--- src/inc/buck_ctl_params.svh ---
// Constants of the buck mode controller: timing figures, register offsets,
// field positions and reset values.
// Assumes a single 50 MHz system clock and a 32-bit APB register port.
`ifndef BUCK_CTL_PARAMS_SVH
`define BUCK_CTL_PARAMS_SVH

// System clock period
`define CLK_PERIOD_NS 20
// Oscillator cycles counted before low-quiescent entry
`define PFM_ENTRY_OSC_CYCLES 2048
// Wake-up delay after feedback drops, least time
`define PFM_WAKE_NS 2500
// Longest high-side on-time in a PFM pulse
`define PFM_MAX_ON_NS 1000
// Off delay after each PFM pulse, least time
`define PFM_OFF_NS 500
// Cycle counts derived from the times above
`define PFM_WAKE_CYC ((`PFM_WAKE_NS + `CLK_PERIOD_NS - 1) / `CLK_PERIOD_NS)
`define PFM_MAX_ON_CYC (`PFM_MAX_ON_NS / `CLK_PERIOD_NS)
`define PFM_OFF_CYC ((`PFM_OFF_NS + `CLK_PERIOD_NS - 1) / `CLK_PERIOD_NS)

// Register byte offsets
`define REG_CTRL 8'h00
`define REG_STATUS 8'h04
`define REG_IRQ_STAT 8'h08
`define REG_IRQ_MASK 8'h0c

// Control register fields and reset value
`define CTRL_PFM_ALLOW 0
`define CTRL_RESET 1'h1

// Status register fields
`define ST_MODE_LSB 0
`define ST_HS_GATE 3
`define ST_REDUCED 4
`define ST_LOWQ 5
`define ST_FAULT 6
`define ST_MODE_PIN 7

// Interrupt event bits, shared by status and mask
`define IRQ_PFM_ENTRY 0
`define IRQ_PFM_EXIT 1
`define IRQ_FAULT_FALLBACK 2
`define IRQ_PULSE_SKIP 3
`define IRQ_W 4
`define IRQ_MASK_RESET 4'h0

`endif

--- src/inc/buck_ctl_pkg.sv ---
// Types of the buck mode controller.
// Assumes the constants header is compiled alongside.
package buck_ctl_pkg;

    // Operating states of the mode controller
    typedef enum logic [2:0] {
        ST_SHUTDOWN = 3'b000,
        ST_PWM = 3'b001,
        ST_PFM_COAST = 3'b010,
        ST_PFM_WAKE = 3'b011,
        ST_PFM_ON = 3'b100,
        ST_PFM_OFF = 3'b101,
        ST_LOWIP_PWM = 3'b110
    } mode_e;

endpackage

--- src/design/sync_2ff.sv ---
// Two-flop synchroniser for a vector of independent asynchronous levels.
// Assumes each bit is a slow level; bits are not coherent with each other.
module sync_2ff #(
    parameter int W = 1
) (
    // Clock and reset
    input wire logic clk_sys,
    input wire logic rst,
    // Levels
    input wire logic [W-1:0] async_in,
    output logic [W-1:0] sync_out
);

    initial begin
        if (W < 1) begin
            $error("sync_2ff: width must be at least one");
        end
    end

    // One independent two-stage chain per bit
    for (genvar i = 0; i < W; i++) begin : g_bit
        logic meta;
        always_ff @(posedge clk_sys or posedge rst) begin
            if (rst) begin
                meta <= 1'b0;
                sync_out[i] <= 1'b0;
            end else begin
                meta <= async_in[i];
                sync_out[i] <= meta;
            end
        end
    end

endmodule

--- src/design/delay_timer.sv ---
// Loadable down-counter used for wake, on-time and off delays.
// Assumes load values of at least one; expired marks the last counted cycle.
module delay_timer #(
    parameter int W = 8
) (
    // Clock and reset
    input wire logic clk_sys,
    input wire logic rst,
    // Control
    input wire logic load,
    input wire logic [W-1:0] load_val,
    // Status
    output logic expired
);

    logic [W-1:0] cnt;

    initial begin
        if (W < 2) begin
            $error("delay_timer: width must be at least two");
        end
    end

    // Load wins over counting; stop at zero
    always_ff @(posedge clk_sys or posedge rst) begin
        if (rst) begin
            cnt <= '0;
        end else if (load) begin
            cnt <= load_val;
        end else if (cnt != '0) begin
            cnt <= cnt - 1'b1;
        end
    end

    // Expiry depends on the count alone: the load is decoded from the state
    // change that expiry causes, so gating with load would close a loop
    assign expired = (cnt == {{(W-1){1'b0}}, 1'b1});

endmodule

--- src/design/buck_mode_ctrl.sv ---
// Mode control of a peak-current-mode buck: PWM latch, low-quiescent PFM
// bursts, reduced-current fallback, APB registers and an interrupt.
// Assumes comparator results and mode pins arrive asynchronously and that
// the oscillator arrives as a slow level well below half the system clock.
`include "buck_ctl_params.svh"

// Contract
// - Enter PFM only after 2048 oscillator cycles with sleep, soft-start, output good high.
// - In PFM with feedback above threshold, coast with switching off and circuits low.
// - On feedback below threshold, power up, wait about 2.5 us, then switch on.
// - End a PFM pulse on peak-current trip or maximum on-time, whichever first.
// - After the off delay, pulse again if feedback low, else return to coast.
// - In PWM each oscillator edge sets the latch; the current comparator resets it.
// - Latch is reset-dominant: edges during reset are ignored, pulses skip.
// - In PWM all fault detectors stay enabled.
// - In PFM still detect diode, boot, output and switch-node faults.
// - A fault in PFM moves to reduced-current PWM at half current limit.
// - Thermal shutdown monitor is disabled in low-quiescent PFM.
// - Reduced-current PWM only on PFM request with fault; re-enable all protection.
// - Mode pin high selects PWM, low requests PFM.
// - Sleep input low ignores the mode pin and keeps the regulator shut down.
module buck_mode_ctrl #(
    parameter int ENTRY_CYCLES = `PFM_ENTRY_OSC_CYCLES,
    parameter int TMR_W = 8
) (
    // Clock and reset
    input wire logic clk_sys,
    input wire logic rst,
    // APB slave
    input wire logic psel,
    input wire logic penable,
    input wire logic pwrite,
    input wire logic [7:0] paddr,
    input wire logic [31:0] pwdata,
    output logic [31:0] prdata,
    output logic pready,
    output logic pslverr,
    // Pins and comparators, asynchronous
    input wire logic sleep_n,
    input wire logic mode_pwm,
    input wire logic osc_clk,
    input wire logic fb_below,
    input wire logic pwm_reset_trip,
    input wire logic pfm_peak_trip,
    input wire logic ss_above_pfm_threshold,
    input wire logic output_good_flag,
    input wire logic [4:0] pfm_faults,
    // Power stage and bias control
    output logic hs_gate,
    output logic low_quiescent,
    output logic reduced_current,
    output logic fault_detect_enable,
    output logic thermal_shutdown_monitor,
    output buck_ctl_pkg::mode_e mode_state,
    // Interrupt
    output logic irq
);
    import buck_ctl_pkg::*;

    localparam int ENTRY_W = $clog2(ENTRY_CYCLES);
    localparam logic [ENTRY_W-1:0] ENTRY_LAST = ENTRY_W'(ENTRY_CYCLES - 1);
    localparam logic [TMR_W-1:0] WAKE_CYC = TMR_W'(`PFM_WAKE_CYC);
    localparam logic [TMR_W-1:0] ON_CYC = TMR_W'(`PFM_MAX_ON_CYC);
    localparam logic [TMR_W-1:0] OFF_CYC = TMR_W'(`PFM_OFF_CYC);

    initial begin
        if (ENTRY_CYCLES < 2) begin
            $error("buck_mode_ctrl: entry count must be at least two");
        end
        if (`PFM_WAKE_CYC >= (1 << TMR_W) || `PFM_MAX_ON_CYC >= (1 << TMR_W)
            || `PFM_OFF_CYC >= (1 << TMR_W)) begin
            $error("buck_mode_ctrl: timer too narrow for the delays");
        end
    end

    // Synchronised inputs and internal signals
    logic sleep_s, mode_s, osc_s, fb_s, prst_s, ppk_s, ss_s, good_s;
    logic [4:0] flt_s;
    logic osc_d;
    logic osc_edge;
    logic fault_any;
    logic in_pfm, in_pwm;
    logic entry_ok;
    logic [ENTRY_W-1:0] entry_cnt;
    mode_e state, next_state;
    logic tmr_load, tmr_expired;
    logic [TMR_W-1:0] tmr_val;
    logic pfm_allow;
    logic [`IRQ_W-1:0] irq_stat, irq_mask, irq_set;
    logic apb_done, rd_clear;

    // Every pin and comparator passes two flops before use
    sync_2ff #(.W(13)) u_sync (
        .clk_sys(clk_sys),
        .rst(rst),
        .async_in({sleep_n, mode_pwm, osc_clk, fb_below, pwm_reset_trip, pfm_peak_trip,
                   ss_above_pfm_threshold, output_good_flag, pfm_faults}),
        .sync_out({sleep_s, mode_s, osc_s, fb_s, prst_s, ppk_s, ss_s, good_s, flt_s})
    );

    // Oscillator edge detect on the synchronised level
    always_ff @(posedge clk_sys or posedge rst) begin
        if (rst) begin
            osc_d <= 1'b0;
        end else begin
            osc_d <= osc_s;
        end
    end
    assign osc_edge = osc_s && !osc_d;

    // Fault detectors that stay alive in PFM feed the fallback
    assign fault_any = |flt_s;
    assign in_pfm = (state == ST_PFM_COAST) || (state == ST_PFM_WAKE)
                    || (state == ST_PFM_ON) || (state == ST_PFM_OFF);
    assign in_pwm = (state == ST_PWM) || (state == ST_LOWIP_PWM);
    // Low mode pin is a PFM request; only honoured when the output is settled
    assign entry_ok = !mode_s && ss_s && good_s && pfm_allow;

    // Entry filter: any break in the conditions restarts the count
    always_ff @(posedge clk_sys or posedge rst) begin
        if (rst) begin
            entry_cnt <= '0;
        end else if (state != ST_PWM || !entry_ok) begin
            entry_cnt <= '0;
        end else if (osc_edge) begin
            entry_cnt <= entry_cnt + 1'b1;
        end
    end

    // Next operating state; sleep beats faults, faults beat the mode pin
    always_comb begin
        next_state = state;
        if (!sleep_s) begin
            next_state = ST_SHUTDOWN;
        end else if (in_pfm && fault_any) begin
            next_state = ST_LOWIP_PWM;
        end else if ((in_pfm || state == ST_LOWIP_PWM) && mode_s) begin
            next_state = ST_PWM;
        end else begin
            case (state)
                ST_SHUTDOWN: begin
                    next_state = ST_PWM;
                end
                ST_PWM: begin
                    if (entry_ok && osc_edge && entry_cnt == ENTRY_LAST) begin
                        next_state = ST_PFM_COAST;
                    end
                end
                ST_PFM_COAST: begin
                    if (fb_s) begin
                        next_state = ST_PFM_WAKE;
                    end
                end
                ST_PFM_WAKE: begin
                    if (tmr_expired) begin
                        next_state = ST_PFM_ON;
                    end
                end
                ST_PFM_ON: begin
                    if (ppk_s || tmr_expired) begin
                        next_state = ST_PFM_OFF;
                    end
                end
                ST_PFM_OFF: begin
                    if (tmr_expired) begin
                        next_state = fb_s ? ST_PFM_ON : ST_PFM_COAST;
                    end
                end
                ST_LOWIP_PWM: begin
                    next_state = ST_LOWIP_PWM;
                end
                default: begin
                    next_state = ST_SHUTDOWN;
                end
            endcase
        end
    end

    always_ff @(posedge clk_sys or posedge rst) begin
        if (rst) begin
            state <= ST_SHUTDOWN;
        end else begin
            state <= next_state;
        end
    end

    // One shared timer: each PFM phase reloads it on entry
    assign tmr_load = (next_state != state);
    always_comb begin
        case (next_state)
            ST_PFM_WAKE: tmr_val = WAKE_CYC;
            ST_PFM_ON: tmr_val = ON_CYC;
            ST_PFM_OFF: tmr_val = OFF_CYC;
            default: tmr_val = '0;
        endcase
    end

    delay_timer #(.W(TMR_W)) u_timer (
        .clk_sys(clk_sys),
        .rst(rst),
        .load(tmr_load),
        .load_val(tmr_val),
        .expired(tmr_expired)
    );

    // High-side gate: reset-dominant latch in PWM, timed pulse in PFM.
    // The latch starts cleared on mode entry so a stale PFM pulse never leaks.
    always_ff @(posedge clk_sys or posedge rst) begin
        if (rst) begin
            hs_gate <= 1'b0;
        end else if (next_state == ST_PWM || next_state == ST_LOWIP_PWM) begin
            if (next_state != state) begin
                hs_gate <= 1'b0;
            end else if (prst_s) begin
                hs_gate <= 1'b0;
            end else if (osc_edge) begin
                hs_gate <= 1'b1;
            end
        end else begin
            hs_gate <= (next_state == ST_PFM_ON);
        end
    end

    // Bias and protection enables follow the state being entered
    always_ff @(posedge clk_sys or posedge rst) begin
        if (rst) begin
            low_quiescent <= 1'b0;
            reduced_current <= 1'b0;
            fault_detect_enable <= 1'b0;
            thermal_shutdown_monitor <= 1'b0;
            mode_state <= ST_SHUTDOWN;
        end else begin
            low_quiescent <= (next_state == ST_PFM_COAST);
            reduced_current <= (next_state == ST_LOWIP_PWM);
            fault_detect_enable <= (next_state == ST_PWM)
                                   || (next_state == ST_LOWIP_PWM);
            thermal_shutdown_monitor <= (next_state == ST_PWM)
                                        || (next_state == ST_LOWIP_PWM);
            mode_state <= next_state;
        end
    end

    // APB: one wait cycle so read data and pready leave flops
    assign apb_done = psel && penable && pready;
    assign rd_clear = apb_done && !pwrite && paddr == `REG_IRQ_STAT;

    always_ff @(posedge clk_sys or posedge rst) begin
        if (rst) begin
            pready <= 1'b0;
            prdata <= '0;
            pslverr <= 1'b0;
        end else if (psel && penable && !pready) begin
            pready <= 1'b1;
            pslverr <= !(paddr == `REG_CTRL || paddr == `REG_STATUS
                         || paddr == `REG_IRQ_STAT || paddr == `REG_IRQ_MASK);
            case (paddr)
                `REG_CTRL: prdata <= {31'h0, pfm_allow};
                `REG_STATUS: prdata <= {24'h0, mode_s, fault_any, low_quiescent,
                                        reduced_current, hs_gate, state};
                `REG_IRQ_STAT: prdata <= {28'h0, irq_stat};
                `REG_IRQ_MASK: prdata <= {28'h0, irq_mask};
                default: prdata <= '0;
            endcase
        end else begin
            pready <= 1'b0;
            pslverr <= 1'b0;
            prdata <= '0;
        end
    end

    // Writable registers take effect at the completing edge only
    always_ff @(posedge clk_sys or posedge rst) begin
        if (rst) begin
            pfm_allow <= `CTRL_RESET;
            irq_mask <= `IRQ_MASK_RESET;
        end else if (apb_done && pwrite) begin
            if (paddr == `REG_CTRL) begin
                pfm_allow <= pwdata[`CTRL_PFM_ALLOW];
            end
            if (paddr == `REG_IRQ_MASK) begin
                irq_mask <= pwdata[`IRQ_W-1:0];
            end
        end
    end

    // Sticky events; a new event beats the clear of a simultaneous read
    assign irq_set[`IRQ_PFM_ENTRY] = (state == ST_PWM) && (next_state == ST_PFM_COAST);
    assign irq_set[`IRQ_PFM_EXIT] = in_pfm && (next_state == ST_PWM);
    assign irq_set[`IRQ_FAULT_FALLBACK] = in_pfm && (next_state == ST_LOWIP_PWM);
    assign irq_set[`IRQ_PULSE_SKIP] = in_pwm && (next_state == state) && osc_edge && prst_s;

    always_ff @(posedge clk_sys or posedge rst) begin
        if (rst) begin
            irq_stat <= '0;
            irq <= 1'b0;
        end else begin
            irq_stat <= (rd_clear ? '0 : irq_stat) | irq_set;
            irq <= |(((rd_clear ? '0 : irq_stat) | irq_set) & irq_mask);
        end
    end

    // Helper: cycles spent in the wake state
    logic [TMR_W-1:0] wake_cnt;
    always_ff @(posedge clk_sys or posedge rst) begin
        if (rst) begin
            wake_cnt <= '0;
        end else if (state == ST_PFM_WAKE) begin
            wake_cnt <= wake_cnt + 1'b1;
        end else begin
            wake_cnt <= '0;
        end
    end
endmodule

--- config.mk ---
export PLATFORM = sky130hd
export DESIGN_NAME = buck_mode_ctrl
export DESIGN_NICKNAME = d
export VERILOG_FILES = /design/src/inc/buck_ctl_pkg.sv /design/src/design/sync_2ff.sv /design/src/design/delay_timer.sv /design/src/design/buck_mode_ctrl.sv
export VERILOG_INCLUDE_DIRS = /design/src /design/src/inc
export SDC_FILE = /design/constraint.sdc
export NUM_CORES = 1
export LEC_CHECK = 0
export ABC_AREA = 1
export BUFFER_PORTS_ARGS = -buffer_cell sky130_fd_sc_hd__buf_2
export CORE_ASPECT_RATIO = 1.2
export CORE_UTILIZATION = 56
export DETAILED_ROUTE_END_ITERATION = 8
export GPL_TIMING_DRIVEN = 0
export PLACE_DENSITY = 0.84
export RECOVER_POWER = 25
export REMOVE_ABC_BUFFERS = 1
export SYNTH_ARGS = -nofsm -noshare
export SYNTH_HDL_FRONTEND = slang
export SYNTH_SLANG_ARGS = --single-unit
--- constraint.sdc ---
create_clock -name clk_sys -period 5.9 [get_ports clk_sys]
set_input_delay 0.59 -clock clk_sys [delete_from_list [all_inputs] [get_ports clk_sys]]
set_output_delay 0.59 -clock clk_sys [all_outputs]
set_load 0.01 [all_outputs]
# --- Word-level counts from Yosys, hierarchy flattened ---
# Cells that the tools add are included.
word_totals:
  regBits: 97
  elab_cells: 136
classes:
  n_addsub: 2
  eq_ne: 21
  mux: 24
  n_bitwise: 2
  reduce_logical: 46
op_table:
  columns: ["cell", "count"]
  rows:
  - ["$mux W32", 1]
  - ["$pmux W8 S4", 1]
  - ["$mux W3", 9]
  - ["$mux W11", 2]
  - ["$pmux W3 S7", 1]
  - ["$pmux W7 S3", 1]
  - ["$logic_and A1 B1 Y1", 20]
  - ["$eq A3 B3 Y1 const B", 6]
  - ["$eq A8 B4 Y1 const B", 2]
  - ["$mux W8", 2]
  - ["$eq A3 B2 Y1 const B", 4]
  - ["$add A11 B1 Y11 const B", 1]
  - ["$eq A11 B11 Y1 const B", 1]
  - ["$logic_or A1 B1 Y1", 11]
  - ["$eq A8 B1 Y1 const B", 1]
  - ["$eq A8 B3 Y1 const B", 1]
  - ["$logic_not A8 Y1", 1]
  - ["$reduce_bool A8 Y1", 1]
  - ["$sub A8 B1 Y8 const B", 1]
  - ["$eq A3 B1 Y1 const B", 2]
  - ["$logic_not A1 Y1", 6]
  - ["$mux W1", 6]
  - ["$reduce_or A5 Y1", 1]
  - ["$and A4 B4 Y4", 1]
  - ["10 further kinds", 12]

# --- Depth between registers and ports, before layout ---
depth:
  ltp_word: 18
  mapped_depth: 20

# --- By module ---
# A second synthesis with hierarchy kept.
unflattened:
  hier_cells: 406
  area_unflattened_um2: 3508.4
by_module_without_submodules:
  columns: ["module", "instances", "cells_per_inst", "area_each_um2", "seq_area_each_um2"]
  rows:
  - ["buck_mode_ctrl", 1, 299, 2278.4, 977.2]
  - ["sync_2ff", 1, 27, 654.4, 650.6]
  - ["delay_timer", 1, 80, 575.6, 200.2]

# --- Least setup slack after synthesis ---
# Ideal clock, no wire load.
synth_path:
  path_type: "input -> register"
  start: "in paddr[1]"
  end: "reg irq"
  t_arrival_ps: 1882
  t_required_ps: 5781
  setup_slack_ps: 3900
  cell_stages: 10
  cell_sequence: "nor2_1 > inv_1 > nor4_1 > nand3_1 > nand2_1 > nand2_1 > nand2_1 > nand2_1 > nor2_1 > nand2_1"
synth_between:
  elab_chain_len: 6
synth_lines:
  columns: ["element", "line_no", "rtl"]
  rows:
  - ["start: declaration", "buck_mode_ctrl.sv:33", "input wire logic [7:0] paddr,"]
  - ["$eq A8 B4 Y1", null, null]
  - ["$logic_and A1 B1 Y1 (no line)", null, null]
  - ["$mux W4", "buck_mode_ctrl.sv:298", "irq <= |(((rd_clear ? '0 : irq_stat) | irq_set) & irq_mask);"]
  - ["$or A4 B4 Y4", "buck_mode_ctrl.sv:298", null]
  - ["$and A4 B4 Y4", "buck_mode_ctrl.sv:298", null]
  - ["$reduce_or A4 Y1", "buck_mode_ctrl.sv:298", null]
  - ["end signal: assignment", "buck_mode_ctrl.sv:298", null]
  - ["end: declaration", "buck_mode_ctrl.sv:56", "output logic irq"]
# Every way passes these cells.
# A chain may end at the register's enable or synchronous reset.

==> impl_metrics.yaml <==
status:
  status: "complete, but fails checks"
  violations: "max-capacitance violations, max-slew violations"
yosys:
  synthTopCellsByArea: "dfrtp_1, nand2_1, inv_1"
  ys_seq_area_share_pct: 53.11
  synth_top_area_share_pct: 52.34
  synth_area_leader_cell: "dfrtp_1"
  synth-main-ff-cell: "dfrtp_1"
  yosysWarnings: 0
  post_synth.cell_area_avg_um2: 8.758
  synth_edf_count: 0
  async_flop_share_pct: 100.0
  syn_area_um2: 3442
  postSynthCellCount: 393
  synth-seq-cells: 73
  ys_types: 39
pwr:
  p_leak_nw: 2.008
  power.density_nw_per_um2: 295.0
  power_mw: 1.144
  ir_drop_mv: 0.1893
finish:
  nNetsFinal: 511
  area_growth_syn_to_layout_pct: 12.65
  antennaDiodeCount: 0
  drive_gt1_share_pct: 20.00
  n_fill_cell: 472
  utilization_pct: 67.08
route:
  vias_per_cell: 5.026
  vias: 2689
  post_drt_wl_per_cell_um: 11.41
  drtIter0Drc: 164
  drc: 0
  drt_wl_total_mm: 6.106
  postRouteAntennaNets: 0
  firstDrtPassIters: 5
clock_tree:
  cts_made_buffers: 9
  cts_max_path_buffers: 2
  cts.sinks: 73
  clk_latency_ns: 0.34
  cts_hold_buffers: 0
  clk_pin_slew_ns: 0.07
  cts_setup_buffers: 0
  tritoncts: "yes"
  root_buffer: "clkbuf_8"
  cts-resized-gates: 0
  htreeDepth: 3
setup_path:
  crit_path_cell_trace: "buf_2 > clkinvlp_2"
  required_ns: 5.87
  path_buf_inv: 2
  max_stage_delay_ns: 1.65
  crit_path_start_kind: "primary input"
  worstPathMaxFanout: 73
  cp_data_arrival_time_ns: 2.39
  critPathKind: "primary input to asynchronous set/reset pin"
  crit_family: "buffers and inverters"
  cp_slowest_cell: "clkinvlp_2"
  crit_path_end_kind: "asynchronous set/reset pin"
sta:
  finalMaxSlewViolations: 74
  fmax_ghz: 0.4147
  clock_skew_ns: 0.007458
  setup_tns_ns: 0
  finalSetupViolCount: 0
  slew_headroom_pct: -97.47
  finalHoldViolCount: 0
  rsz0062_at_grt: "no"
  fin_crit_sh_pct: 40.87
  fin_crit_ns: 2.412
  tightestPinTransition_ns: 2.946
global_route:
  grt_pass1_wl_mm: 10.65
  grt_max_degree: 74
  met1_usage_pct: 26.05
  track_usage_pct: 21.69
  grt-ovfl-total: 0
  grt_pass1_vias: 2561
  use_met3_pct: 4.603
  top_usage_layer: "met2"
  antenna_found_initial: 0
  grtUsageMet2_pct: 36.86
floorplanning:
  die_w_um: 73.57
  initial_core_util_pct: 59.55
  dieArea_um2: 6465
  placeableCoreArea_um2: 5781
  rows: 30
  pin_count: 101
  die_h_um: 87.88
place:
  dpl.hpwl_mm: 4.572
  gp_congestion: 0.9402
  io_buffers: 48
job:
  maxCapViolations: 1
hold_path:
  min-delay-path-class: "flip-flop to flip-flop"
-- synthesized netlist by cell type (all sizes together) (3+ instances only) --
cell type,count
a21oi,15
a31oi,7
buf,25
dfrtp,72
ha,3
inv,55
mux2,3
nand2,102
nand3,24
nand4,3
nor2,38
nor3,6
nor4,8
o21ai,16
xor2,3
-- state kept, by name, summed over array words and instances, names as in the netlist, 3 cells and up --
name and count:
prdata 8, u_timer.cnt 8, u_sync.g_bit.meta 13, irq_stat 4, mode_state 3, u_sync.sync_out 13
irq_mask 4, entry_cnt 11
-- logic make-up after synthesis --
family,Yosys count,synth area share (%)
AOI/OAI and AO/OA,46,7.925
xor gates and xnor gates,4,1.018
adders and majority gates,3,1.091
buffers and inverters,81,11.74
DFF,73,53.11
muxes,3,0.9814
other,1,0.1089
and+or+nand+nor,182,24.03
-- layout make-up --
cell class | count | area, µm² | area share, %
Clock inverter | 6 | 57.56 | 1.484
Timing Repair Buffer | 48 | 240.2 | 6.196
Tap cell | 80 | 100.1 | 2.581
Multi-Input combinational cell | 262 | 1296 | 33.43
Clock buffer | 10 | 137.6 | 3.550
Sequential cell | 73 | 1828 | 47.14
Inverter | 56 | 217.7 | 5.615
-- metrics by stage --
step / area, µm² / hold slack (ns) / setup slack (ns) / std cells
CTS: 3879 / 0.3365 / 3.694 / 535
global placement: 3681 / 0.3326 / 2.768 / 519
detailed placement: 3684 / 0.3347 / 3.498 / 519
global route: 3877 / 0.3274 / 2.954 / 535
floorplan: 3341 / 0.3312 / 3.458 / 391
finish: 3877 / 0.3467 / 3.488 / 535
-- path summary, 6_finish.rpt --
path	startpoint	to	slack, ns	cells past startpoint
max in group clk_sys	entry_cnt[1]	hs_gate	3.67	16
max reg2reg	entry_cnt[1]	hs_gate	3.67	16
max	rst	prdata[2]	3.49	2
min in group asynchronous	rst	u_timer.cnt[3]	1.08	2
min	u_sync.g_bit[6].meta	u_sync.sync_out[6]	0.35	0
min reg2reg	u_sync.g_bit[6].meta	u_sync.sync_out[6]	0.35	0
-- per-layer routing --
layer	vias to the layer above	part of all wire, %
li1	1322	-
met1	1266	41
met2	87	51
met3	14	5.6
met4	0	1.8
met5	-	0
-- power by group --
part / internal, mW / total, mW / switching (mW)
logic: 0.0757 / 0.212 / 0.136
clock network: 0.204 / 0.380 / 0.176
registers: 0.532 / 0.552 / 0.0202
-- cells in the final DEF, fill, tap and decap left out, types with 2 or more instances in the layout --
master / count
a21oi_1: 13
a21oi_2: 2
a31oi_1: 7
buf_2: 48
clkbuf_8: 10
clkinv_2: 5
conb_1: 24
dfrtp_1: 72
ha_1: 3
inv_1: 51
inv_2: 2
mux2_2: 3
nand2_1: 92
nand2_2: 7
nand2_4: 3
nand3_1: 22
nand3_2: 2
nand4_1: 3
nor2_1: 35
nor3_1: 6
nor4_1: 8
o21ai_0: 14
xor2_1: 3
No activity file was read; power rests on OpenSTA's default activity.
